`src/hdl/host_port_pkg.sv`:
```
// Register map, reset values and bus state codes of the host bus, interrupt and port logic
package host_port_pkg;
    // Register select codes, four lines
    localparam logic [3:0] REG_MODE_FIRST = 4'h0;
    localparam logic [3:0] REG_STATUS_FIRST = 4'h1;
    localparam logic [3:0] REG_CMD_FIRST = 4'h2;
    localparam logic [3:0] REG_AUX_CHANGE = 4'h4;
    localparam logic [3:0] REG_MASK_PENDING = 4'h5;
    localparam logic [3:0] REG_INPUT_ALT = 4'h6;
    localparam logic [3:0] REG_MODE_SECOND = 4'h8;
    localparam logic [3:0] REG_STATUS_SECOND = 4'h9;
    localparam logic [3:0] REG_CMD_SECOND = 4'hA;
    localparam logic [3:0] REG_VECTOR = 4'hC;
    localparam logic [3:0] REG_OUTCFG_INPORT = 4'hD;
    localparam logic [3:0] REG_LATCH_SET = 4'hE;
    localparam logic [3:0] REG_LATCH_CLEAR = 4'hF;
    // Values after reset
    localparam logic [7:0] VECTOR_RESET = 8'h0F;
    localparam logic [7:0] AUX_CONTROL_RESET = 8'h40;
    localparam int AUX_TIMER_MODE_BIT = 6;
    localparam int MODE_RTS_BIT = 7;
    // Change detector sampling divisor of the reference clock
    localparam int SAMPLE_DIV = 96;
    // Channel command field, data bits 6:4
    localparam logic [2:0] CMD_RESET_RX = 3'h2;
    localparam logic [2:0] CMD_RESET_TX = 3'h3;
    localparam logic [2:0] CMD_RESET_ERR = 3'h4;
    localparam logic [2:0] CMD_RESET_BRK = 3'h5;
    localparam int CMD_RX_ON_BIT = 0;
    localparam int CMD_RX_OFF_BIT = 1;
    localparam int CMD_TX_ON_BIT = 2;
    localparam int CMD_TX_OFF_BIT = 3;
    // Bus cycle sequencer
    typedef enum logic [2:0] {
        BUS_IDLE = 3'b000,
        BUS_ACT = 3'b001,
        BUS_ACK = 3'b010,
        BUS_RELEASE = 3'b011,
        BUS_IGNORE = 3'b100
    } bus_state_e;
endpackage

```
`src/hdl/host_bus_irq_port_logic.sv`:
```
// Host parallel bus, interrupt, input port change detection and output latch logic
//
// Behaviour
// - Interrupt output asserts only for events enabled in the interrupt enable mask.
// - Pending event status read shows every active condition, mask ignored.
// - Vector request with interrupt pending drives vector, then asserts acknowledge.
// - Vector request with nothing pending is ignored, no acknowledge.
// - Transmitter, receiver and timer interrupts may be routed to upper output pins.
// - Input port read gives one for high pins, zero for low pins.
// - Each input pin independently switches between plain input and alternate use.
// - First four inputs sampled at clock/96; two equal new samples set change bit.
// - Change of state may raise an interrupt under program control.
// - Reading the input change register clears its four change bits; the input state bits stay.
// - Write to set address sets latch bits written as one.
// - Write to clear address clears latch bits written as one.
// - Output pins show the inverse of the output latch bits.
// - Output pins can take auxiliary channel functions via mode and configuration.
// - Reset clears channel status, mask, pending status, latch and output configuration.
// - Reset loads the vector register with 0F hex.
// - Reset drives all output pins high and selects timer mode.
// - Reset makes both channels inactive with serial outputs at mark.
// - Channel commands reset receiver, transmitter, error status or break interrupt.
// - Register transfers only while select low, vector reads while vector request low; data lines released while both are high.
// - Host starts a cycle with select, direction high for read, low for write.
// - Acknowledge asserted in read, write and vector cycles, driven high, then released.
// - Register select lines with select and direction choose the register or command.
// - Acknowledge means write data latched or read or vector data valid.
`timescale 1ns/10ps
module host_bus_irq_port_logic
    import host_port_pkg::*;
#(
    parameter int SAMPLE_DIVISOR = SAMPLE_DIV
)
(
    input wire logic ref_clk_in,
    input wire logic reset_in,
    input wire logic chip_select_n_in,
    input wire logic read_write_in,
    input wire logic vector_request_n_in,
    input wire logic [3:0] register_select_lines_in,
    input wire logic [7:0] data_lines_in,
    input wire logic [5:0] input_pins_in,
    input wire logic [6:0] event_sources_in,
    input wire logic [7:0] status_first_in,
    input wire logic [7:0] status_second_in,
    input wire logic [7:0] aux_function_in,
    input wire logic tx_serial_first_in,
    input wire logic tx_serial_second_in,
    output logic [7:0] data_lines_out,
    output logic data_lines_oe_out,
    output logic transfer_ack_n_out,
    output logic transfer_ack_oe_out,
    output logic interrupt_n_out,
    output logic [7:0] output_pins_out,
    output logic serial_out_first_out,
    output logic serial_out_second_out,
    output logic [5:0] alt_inputs_out,
    output logic timer_mode_out,
    output logic [1:0] rx_active_out,
    output logic [1:0] rx_reset_out,
    output logic [1:0] tx_reset_out,
    output logic [1:0] err_reset_out,
    output logic [1:0] brk_reset_out
);

    // Divider below two leaves no room for two distinct samples
    if (SAMPLE_DIVISOR < 2 || SAMPLE_DIVISOR > 127)
    begin : g_bad_div
        $error("SAMPLE_DIVISOR out of range 2..127");
    end

    localparam logic [6:0] DIV_LAST = 7'(SAMPLE_DIVISOR - 1);

    typedef struct packed {
        logic [1:0] cs_n;
        logic [1:0] rw;
        logic [1:0] vector_request_n_n;
        logic [7:0] addr;
        logic [15:0] data;
        logic [11:0] pins;
        bus_state_e state;
        logic [3:0] cyc_addr;
        logic cyc_read;
        logic [7:0] rd_data;
        logic data_oe;
        logic ack_n;
        logic ack_oe;
        logic [7:0] interrupt_enable_mask;
        logic [7:0] pending_event_status;
        logic [7:0] vector_register;
        logic [7:0] auxiliary_control_register;
        logic [7:0] output_configuration_register;
        logic [7:0] latch;
        logic [7:0] mode_first;
        logic [7:0] mode_second;
        logic [7:0] status_first;
        logic [7:0] status_second;
        logic [5:0] ip_alt_en;
        logic [6:0] div_cnt;
        logic [3:0] samp_prev;
        logic [3:0] stable;
        logic primed;
        logic [3:0] chg;
        logic int_n;
        logic [7:0] out_pins;
        logic ser_first;
        logic ser_second;
        logic [1:0] tx_active;
        logic [1:0] rx_active;
        logic [1:0] rx_rst;
        logic [1:0] tx_rst;
        logic [1:0] err_rst;
        logic [1:0] brk_rst;
        logic [5:0] alt_in;
    } state_s;

    state_s st;
    state_s next_st;

    // Channel command decode: {brk, err, tx, rx} reset pulses
    function automatic logic [3:0] cmd_pulses(input logic [7:0] d);
        cmd_pulses = {d[6:4] == CMD_RESET_BRK, d[6:4] == CMD_RESET_ERR,
            d[6:4] == CMD_RESET_TX, d[6:4] == CMD_RESET_RX};
    endfunction

    // Helper views of the synchronised pins and of the state
    logic cs_low;
    logic rw_high;
    logic vector_request_n_low;
    logic [3:0] addr_s;
    logic [7:0] data_s;
    logic [5:0] pins_s;
    logic pending;
    logic tick;
    logic [7:0] alt_sel;
    logic [3:0] cmd_a;

    assign cs_low = !st.cs_n[1];
    assign rw_high = st.rw[1];
    assign vector_request_n_low = !st.vector_request_n_n[1];
    assign addr_s = st.addr[7:4];
    assign data_s = st.data[15:8];
    assign pins_s = st.pins[11:6];
    assign pending = !st.int_n;
    assign tick = st.div_cnt == DIV_LAST;
    assign cmd_a = cmd_pulses(data_s);

    // Whole next state; the bus cycle runs first so hardware sets override clears
    always_comb
    begin
        next_st = st;
        next_st.cs_n = {st.cs_n[0], chip_select_n_in};
        next_st.rw = {st.rw[0], read_write_in};
        next_st.vector_request_n_n = {st.vector_request_n_n[0], vector_request_n_in};
        next_st.addr = {st.addr[3:0], register_select_lines_in};
        next_st.data = {st.data[7:0], data_lines_in};
        next_st.pins = {st.pins[5:0], input_pins_in};
        next_st.status_first = status_first_in;
        next_st.status_second = status_second_in;
        next_st.rx_rst = 2'h0;
        next_st.tx_rst = 2'h0;
        next_st.err_rst = 2'h0;
        next_st.brk_rst = 2'h0;
        next_st.div_cnt = tick ? 7'h00 : st.div_cnt + 7'h01;
        case (st.state)
            BUS_IDLE:
            begin
                next_st.cyc_addr = addr_s;
                next_st.cyc_read = rw_high;
                if (cs_low)
                begin
                    next_st.state = BUS_ACT;
                end
                else if (vector_request_n_low && pending)
                begin
                    next_st.rd_data = st.vector_register;
                    next_st.data_oe = 1'b1;
                    next_st.state = BUS_ACT;
                end
                else if (vector_request_n_low)
                begin
                    next_st.state = BUS_IGNORE;
                end
            end
            BUS_ACT:
            begin
                next_st.state = BUS_ACK;
                next_st.ack_n = 1'b0;
                next_st.ack_oe = 1'b1;
                if (!cs_low)
                begin
                    // Vector cycle, data already on the lines
                    next_st.data_oe = 1'b1;
                end
                else if (st.cyc_read)
                begin
                    next_st.data_oe = 1'b1;
                    case (st.cyc_addr)
                        REG_MODE_FIRST: next_st.rd_data = st.mode_first;
                        REG_STATUS_FIRST: next_st.rd_data = st.status_first;
                        REG_AUX_CHANGE:
                        begin
                            next_st.rd_data = {st.chg, st.stable};
                            next_st.chg = 4'h0;
                        end
                        REG_MASK_PENDING: next_st.rd_data = st.pending_event_status;
                        REG_MODE_SECOND: next_st.rd_data = st.mode_second;
                        REG_STATUS_SECOND: next_st.rd_data = st.status_second;
                        REG_VECTOR: next_st.rd_data = st.vector_register;
                        REG_OUTCFG_INPORT: next_st.rd_data = {2'h0, pins_s};
                        default: next_st.rd_data = 8'h00;
                    endcase
                end
                else
                begin
                    case (st.cyc_addr)
                        REG_MODE_FIRST: next_st.mode_first = data_s;
                        REG_MODE_SECOND: next_st.mode_second = data_s;
                        REG_CMD_FIRST:
                        begin
                            {next_st.brk_rst[0], next_st.err_rst[0], next_st.tx_rst[0], next_st.rx_rst[0]} = cmd_a;
                            if (data_s[CMD_RX_ON_BIT]) next_st.rx_active[0] = 1'b1;
                            if (data_s[CMD_RX_OFF_BIT] || cmd_a[0]) next_st.rx_active[0] = 1'b0;
                            if (data_s[CMD_TX_ON_BIT]) next_st.tx_active[0] = 1'b1;
                            if (data_s[CMD_TX_OFF_BIT] || cmd_a[1]) next_st.tx_active[0] = 1'b0;
                        end
                        REG_CMD_SECOND:
                        begin
                            {next_st.brk_rst[1], next_st.err_rst[1], next_st.tx_rst[1], next_st.rx_rst[1]} = cmd_a;
                            if (data_s[CMD_RX_ON_BIT]) next_st.rx_active[1] = 1'b1;
                            if (data_s[CMD_RX_OFF_BIT] || cmd_a[0]) next_st.rx_active[1] = 1'b0;
                            if (data_s[CMD_TX_ON_BIT]) next_st.tx_active[1] = 1'b1;
                            if (data_s[CMD_TX_OFF_BIT] || cmd_a[1]) next_st.tx_active[1] = 1'b0;
                        end
                        REG_AUX_CHANGE: next_st.auxiliary_control_register = data_s;
                        REG_MASK_PENDING: next_st.interrupt_enable_mask = data_s;
                        REG_INPUT_ALT: next_st.ip_alt_en = data_s[5:0];
                        REG_VECTOR: next_st.vector_register = data_s;
                        REG_OUTCFG_INPORT: next_st.output_configuration_register = data_s;
                        REG_LATCH_SET: next_st.latch = st.latch | data_s;
                        REG_LATCH_CLEAR: next_st.latch = st.latch & ~data_s;
                        default: next_st.latch = st.latch;
                    endcase
                end
            end
            BUS_ACK:
            begin
                // Data released and acknowledge driven high once select and vector request are both seen high
                if (!cs_low && !vector_request_n_low)
                begin
                    next_st.data_oe = 1'b0;
                    next_st.ack_n = 1'b1;
                    next_st.state = BUS_RELEASE;
                end
            end
            BUS_RELEASE:
            begin
                next_st.ack_oe = 1'b0;
                next_st.state = BUS_IDLE;
            end
            BUS_IGNORE: if (!vector_request_n_low) next_st.state = BUS_IDLE;
            default: next_st.state = BUS_IDLE;
        endcase
        // Change detectors; a set in the clearing cycle wins
        if (tick)
        begin
            next_st.samp_prev = pins_s[3:0];
            next_st.primed = 1'b1;
            if (!st.primed)
            begin
                next_st.stable = pins_s[3:0];
            end
            for (int i = 0; i < 4; i++)
            begin
                if (st.primed && pins_s[i] == st.samp_prev[i] && pins_s[i] != st.stable[i])
                begin
                    next_st.stable[i] = pins_s[i];
                    next_st.chg[i] = 1'b1;
                end
            end
        end
        next_st.pending_event_status = {|(next_st.chg & next_st.auxiliary_control_register[3:0]), event_sources_in};
        next_st.int_n = !(|(next_st.pending_event_status & next_st.interrupt_enable_mask));
        // Pin functions: auxiliary source or inverted latch
        alt_sel = {next_st.output_configuration_register[7:4], |next_st.output_configuration_register[3:2], |next_st.output_configuration_register[1:0],
            next_st.mode_second[MODE_RTS_BIT], next_st.mode_first[MODE_RTS_BIT]};
        next_st.out_pins = (alt_sel & aux_function_in) | (~alt_sel & ~next_st.latch);
        next_st.ser_first = next_st.tx_active[0] ? tx_serial_first_in : 1'b1;
        next_st.ser_second = next_st.tx_active[1] ? tx_serial_second_in : 1'b1;
        next_st.alt_in = pins_s & next_st.ip_alt_en;
    end

    // State register; reset values are constants only
    always_ff @(posedge ref_clk_in or posedge reset_in)
    begin
        if (reset_in)
        begin
            st <= '0;
            st.cs_n <= 2'h3;
            st.rw <= 2'h3;
            st.vector_request_n_n <= 2'h3;
            st.state <= BUS_IDLE;
            st.ack_n <= 1'b1;
            st.vector_register <= VECTOR_RESET;
            st.auxiliary_control_register <= AUX_CONTROL_RESET;
            st.int_n <= 1'b1;
            st.out_pins <= 8'hFF;
            st.ser_first <= 1'b1;
            st.ser_second <= 1'b1;
        end
        else
        begin
            st <= next_st;
        end
    end

    // Outputs straight from the state register
    assign data_lines_out = st.rd_data;
    assign data_lines_oe_out = st.data_oe;
    assign transfer_ack_n_out = st.ack_n;
    assign transfer_ack_oe_out = st.ack_oe;
    assign interrupt_n_out = st.int_n;
    assign output_pins_out = st.out_pins;
    assign serial_out_first_out = st.ser_first;
    assign serial_out_second_out = st.ser_second;
    assign alt_inputs_out = st.alt_in;
    assign timer_mode_out = st.auxiliary_control_register[AUX_TIMER_MODE_BIT];
    assign rx_active_out = st.rx_active;
    assign rx_reset_out = st.rx_rst;
    assign tx_reset_out = st.tx_rst;
    assign err_reset_out = st.err_rst;
    assign brk_reset_out = st.brk_rst;
endmodule // host_bus_irq_port_logic

```
`config.mk`:
```
export PLATFORM = sky130hd
export DESIGN_NAME = host_bus_irq_port_logic
export DESIGN_NICKNAME = d
export VERILOG_FILES = /design/src/hdl/host_port_pkg.sv /design/src/hdl/host_bus_irq_port_logic.sv
export SDC_FILE = /design/constraint.sdc
export NUM_CORES = 1
export LEC_CHECK = 0
export BUFFER_PORTS_ARGS = -buffer_cell sky130_fd_sc_hd__buf_2
export CAP_MARGIN = 25
export CORE_MARGIN = 2
export CORE_UTILIZATION = 62
export DETAILED_ROUTE_END_ITERATION = 12
export GPL_TIMING_DRIVEN = 0
export PLACE_DENSITY = 0.92
export SLEW_MARGIN = 20
export SYNTH_ARGS = -nofsm -noshare
export SYNTH_HDL_FRONTEND = slang
export SYNTH_SLANG_ARGS = --single-unit
```
`constraint.sdc`:
```
create_clock -name ref_clk_in -period 12.4 [get_ports ref_clk_in]
set_clock_uncertainty 0.1 [all_clocks]
set_input_delay 0.62 -clock ref_clk_in [delete_from_list [all_inputs] [get_ports ref_clk_in]]
set_output_delay 0.62 -clock ref_clk_in [all_outputs]
set_load 0.005 [all_outputs]
```
==> flow_metrics.env <==
export IMPL_synthFlopType="dfrtp_1"
export IMPL_synthXorXnorAreaFrac_pct=0.571
export IMPL_netlist_area_um2=7670
export IMPL_reg2reg_depth=8
export IMPL_fin_crit_sh_pct=23.5
export IMPL_grt_pass1_vias=5135
export IMPL_p_leak_nw=4.22
export IMPL_grt_start_max_net_pins=117
export IMPL_hold_buffers=0
export IMPL_clockBufferDepth=2
export IMPL_whs_ns=0.140
export IMPL_path_class="reg2reg"
export IMPL_arrival_ns=3.15
export IMPL_cts_reportedPaths_clkPinSlew_ns=0.07
export IMPL_yosysMostFrequentCell="dfrtp_1"
export IMPL_synth_edf_count=0
export IMPL_syn_avg_cell_area_um2=13.4
export IMPL_relSlewSlack_pct=46.5
export IMPL_drt_pass1_iter_count=5
export IMPL_drive_above_1_share_pct=40.2
export IMPL_outcome="completed"
export IMPL_grtUsageTotal_pct=27.3
export IMPL_startpoint_type="register"
export IMPL_synth_seq_cells=193
export IMPL_r2r_end="interrupt_n_out"
export IMPL_tritoncts="yes"
export IMPL_cts_htree_levels=4
export IMPL_numCtsBuffers=17
export IMPL_synth_warnings=0
export IMPL_hold_class="in2async"
export IMPL_synth_top_family_by_area="multiplexers"
export IMPL_dieArea_um2=13300
export IMPL_dp_slack_ns=9.53
export IMPL_grt_pass1_wl_um=26700
export IMPL_post_route_util_pct=74.9
export IMPL_drc=0
export IMPL_vias=4919
export IMPL_post_cts_setup_buffers=0
export IMPL_r2r_setup_slack_ns=9.48
export IMPL_netlist_top_cell_by_area="dfrtp_1"
export IMPL_nets=745
export IMPL_hold_violations=0
export IMPL_min_period_ns=2.92
export IMPL_drtIter0Drc=391
export IMPL_wl_per_cell_um=19.3
export IMPL_worstReg2RegStart="st[147]"
export IMPL_synthArstFlopShare_pct=100
export IMPL_syn_inst=574
export IMPL_ant_nets=0
export IMPL_required_ns=12.64
export IMPL_rsz0062_at_grt="false"
export IMPL_dieWidth_um=115
export IMPL_maxSlewViolCount=0
export IMPL_numPortBuffers=94
export IMPL_setup_violations=0
export IMPL_gr_total_overflow=0
export IMPL_yosysSeqAreaShare_pct=63.3
export IMPL_synth_simple_area_share_pct=10.6
export IMPL_cp_max_fo=10
export IMPL_via_per_inst=5.66
export IMPL_core_region_area_um2=12100
export IMPL_placedInstanceArea_um2=8390
export IMPL_routabilityCongestion=0.888
export IMPL_synthMuxAreaShare_pct=12.2
export IMPL_start_util_pct=63.6
export IMPL_synth_top_cell_area_share_pct=55.4
export IMPL_ioPinCount=95
export IMPL_setup_ws_ns=9.48
export IMPL_cts_root_buf="clkbuf_16"
export IMPL_area_growth_pct=17.8
export IMPL_synthDistinctLibCells=60
export IMPL_max_cap_violations=0
export IMPL_clk_latency_ns=0.43
export IMPL_irDropWorstVdd_mv=0.183
export IMPL_routed_wl_um=16800
export IMPL_rows=40
export IMPL_synth_common_cells="dfrtp_1, mux2_2, nor2_1, a21oi_1, buf_4"
export IMPL_diodes=0
export IMPL_p_per_area_nw_per_um2=214
export IMPL_final_cell_area_um2=9030
export IMPL_synthTopCellsByArea="dfrtp_1, mux2_2, dfstp_2, buf_4, a21oi_1"
export IMPL_tightest_slew_ns=0.799
export IMPL_worstSetupEndpointType="register"
export IMPL_die_y_um=115
export IMPL_dp_hpwl_um=11200
export IMPL_syn_num_nets=631
export IMPL_clock_fmax_ghz=0.343
export IMPL_synth_fa_ha_area_share_pct=0.163
export IMPL_clock_sinks=193
export IMPL_antenna_found_initial=0
export IMPL_cts_resized=0
export IMPL_final_setup_tns_ns=0
export IMPL_synth_compound_area_share_pct=7.83
[cell type report]
type / instances / area, µm²
clock buffer: 19 / 443
buffer: 61 / 382
clock inverter: 13 / 204
timing repair buffer: 95 / 498
tap: 168 / 210
sequential: 193 / 4860
fill: 787 / 3030
inverter: 8 / 37.5
multi-input combinational: 312 / 2400
[sequential cells by signal, indices dropped and copies added, names as in the netlist]
signal / count
st: 114
next_st: 21
data_lines_out: 8
data_s: 8
output_pins_out: 8
alt_inputs_out: 6
pins_s: 6
addr_s: 4
brk_reset_out: 2
err_reset_out: 2
rx_active_out: 2
rx_reset_out: 2
tx_reset_out: 2
data_lines_oe_out: 1
interrupt_n_out: 1
rw_high: 1
serial_out_first_out: 1
serial_out_second_out: 1
timer_mode_out: 1
transfer_ack_n_out: 1
transfer_ack_oe_out: 1
[cells by family (layout without fill, tap and decap cells)]
group,after synthesis,count (layout)
DFF,193,193
buffers and inverters,69,196
adders and majority gates,1,1
and+or+nand+nor,138,138
muxes,76,76
xor gates and xnor gates,5,5
AOI/OAI and AO/OA,92,92
[power breakdown]
| part | switching (mW) | leakage (nW) | internal (mW) |
|---|---|---|---|
| Sequential | 0.0689 | 2.41 | 0.768 |
| Combinational | 0.262 | 1.49 | 0.240 |
| Clock | 0.232 | 0.318 | 0.364 |
[worst max-delay path by stage]
stage                   from              end  slack [ns]  cells after the start
floorplan           reset_in        addr_s[0]        6.46                      1
global placement    reset_in     next_st[178]        4.94                      2
detailed placement   st[147]  interrupt_n_out        9.53                      8
CTS                  st[147]  interrupt_n_out        9.49                      8
global route         st[147]  interrupt_n_out        9.25                      8
finish               st[147]  interrupt_n_out        9.48                      8
[worst max-delay path, stage by stage (launching register included)]
cell      delay (ns)
dfrtp_1         0.33
buf_2           0.33
nor4bb_1        0.55
and3b_1         0.23
buf_2           0.21
mux2_1          0.36
a222oi_1        0.36
nand3_1         0.14
a21oi_1         0.21
[per-stage QoR]
| stage | std cells | total power, mW |
|---|---|---|
| 2_1_floorplan | 574 | 1.19 |
| 3_3_place_gp | 836 | 1.31 |
| 3_5_place_dp | 837 | 1.34 |
| 4_1_cts | 869 | 1.94 |
| 5_1_grt | 869 | 2.02 |
| 6_report | 869 | 1.94 |
[cell usage in the layout, fill, tap and decap left out, drive strengths merged, types with 3 or more instances in the layout]
| master | netlist | routed |
|---|---|---|
| buf | 47 | 142 |
| bufinv | 0 | 5 |
| xnor2 | 3 | 3 |
| a21oi | 34 | 34 |
| a22o | 9 | 9 |
| nor2b | 3 | 3 |
| mux2 | 63 | 63 |
| nand2 | 30 | 30 |
| nor4b | 3 | 3 |
| or3b | 3 | 3 |
| dfstp | 23 | 23 |
| inv | 8 | 11 |
| nor4 | 4 | 4 |
| nand3 | 5 | 5 |
| nor2 | 39 | 39 |
| o21ai | 16 | 16 |
| or2 | 3 | 3 |
| mux2i | 6 | 6 |
| mux4 | 7 | 7 |
| and2 | 6 | 6 |
| nor3 | 10 | 10 |
| dfrtp | 170 | 170 |
| nand2b | 21 | 21 |
| clkbuf | 14 | 33 |
| a222oi | 3 | 3 |
| clkinv | 0 | 4 |
| a22oi | 12 | 12 |
[routing by layer]
metal	vias to the layer above	global-route usage, %	routed length (µm)
met5	-	0	0
met4	0	10.2	396
met3	36	7.85	1270
met2	245	44.5	8220
met1	2436	35.4	6870
li1	2202	-	-
(Power assumes the default switching activity.)
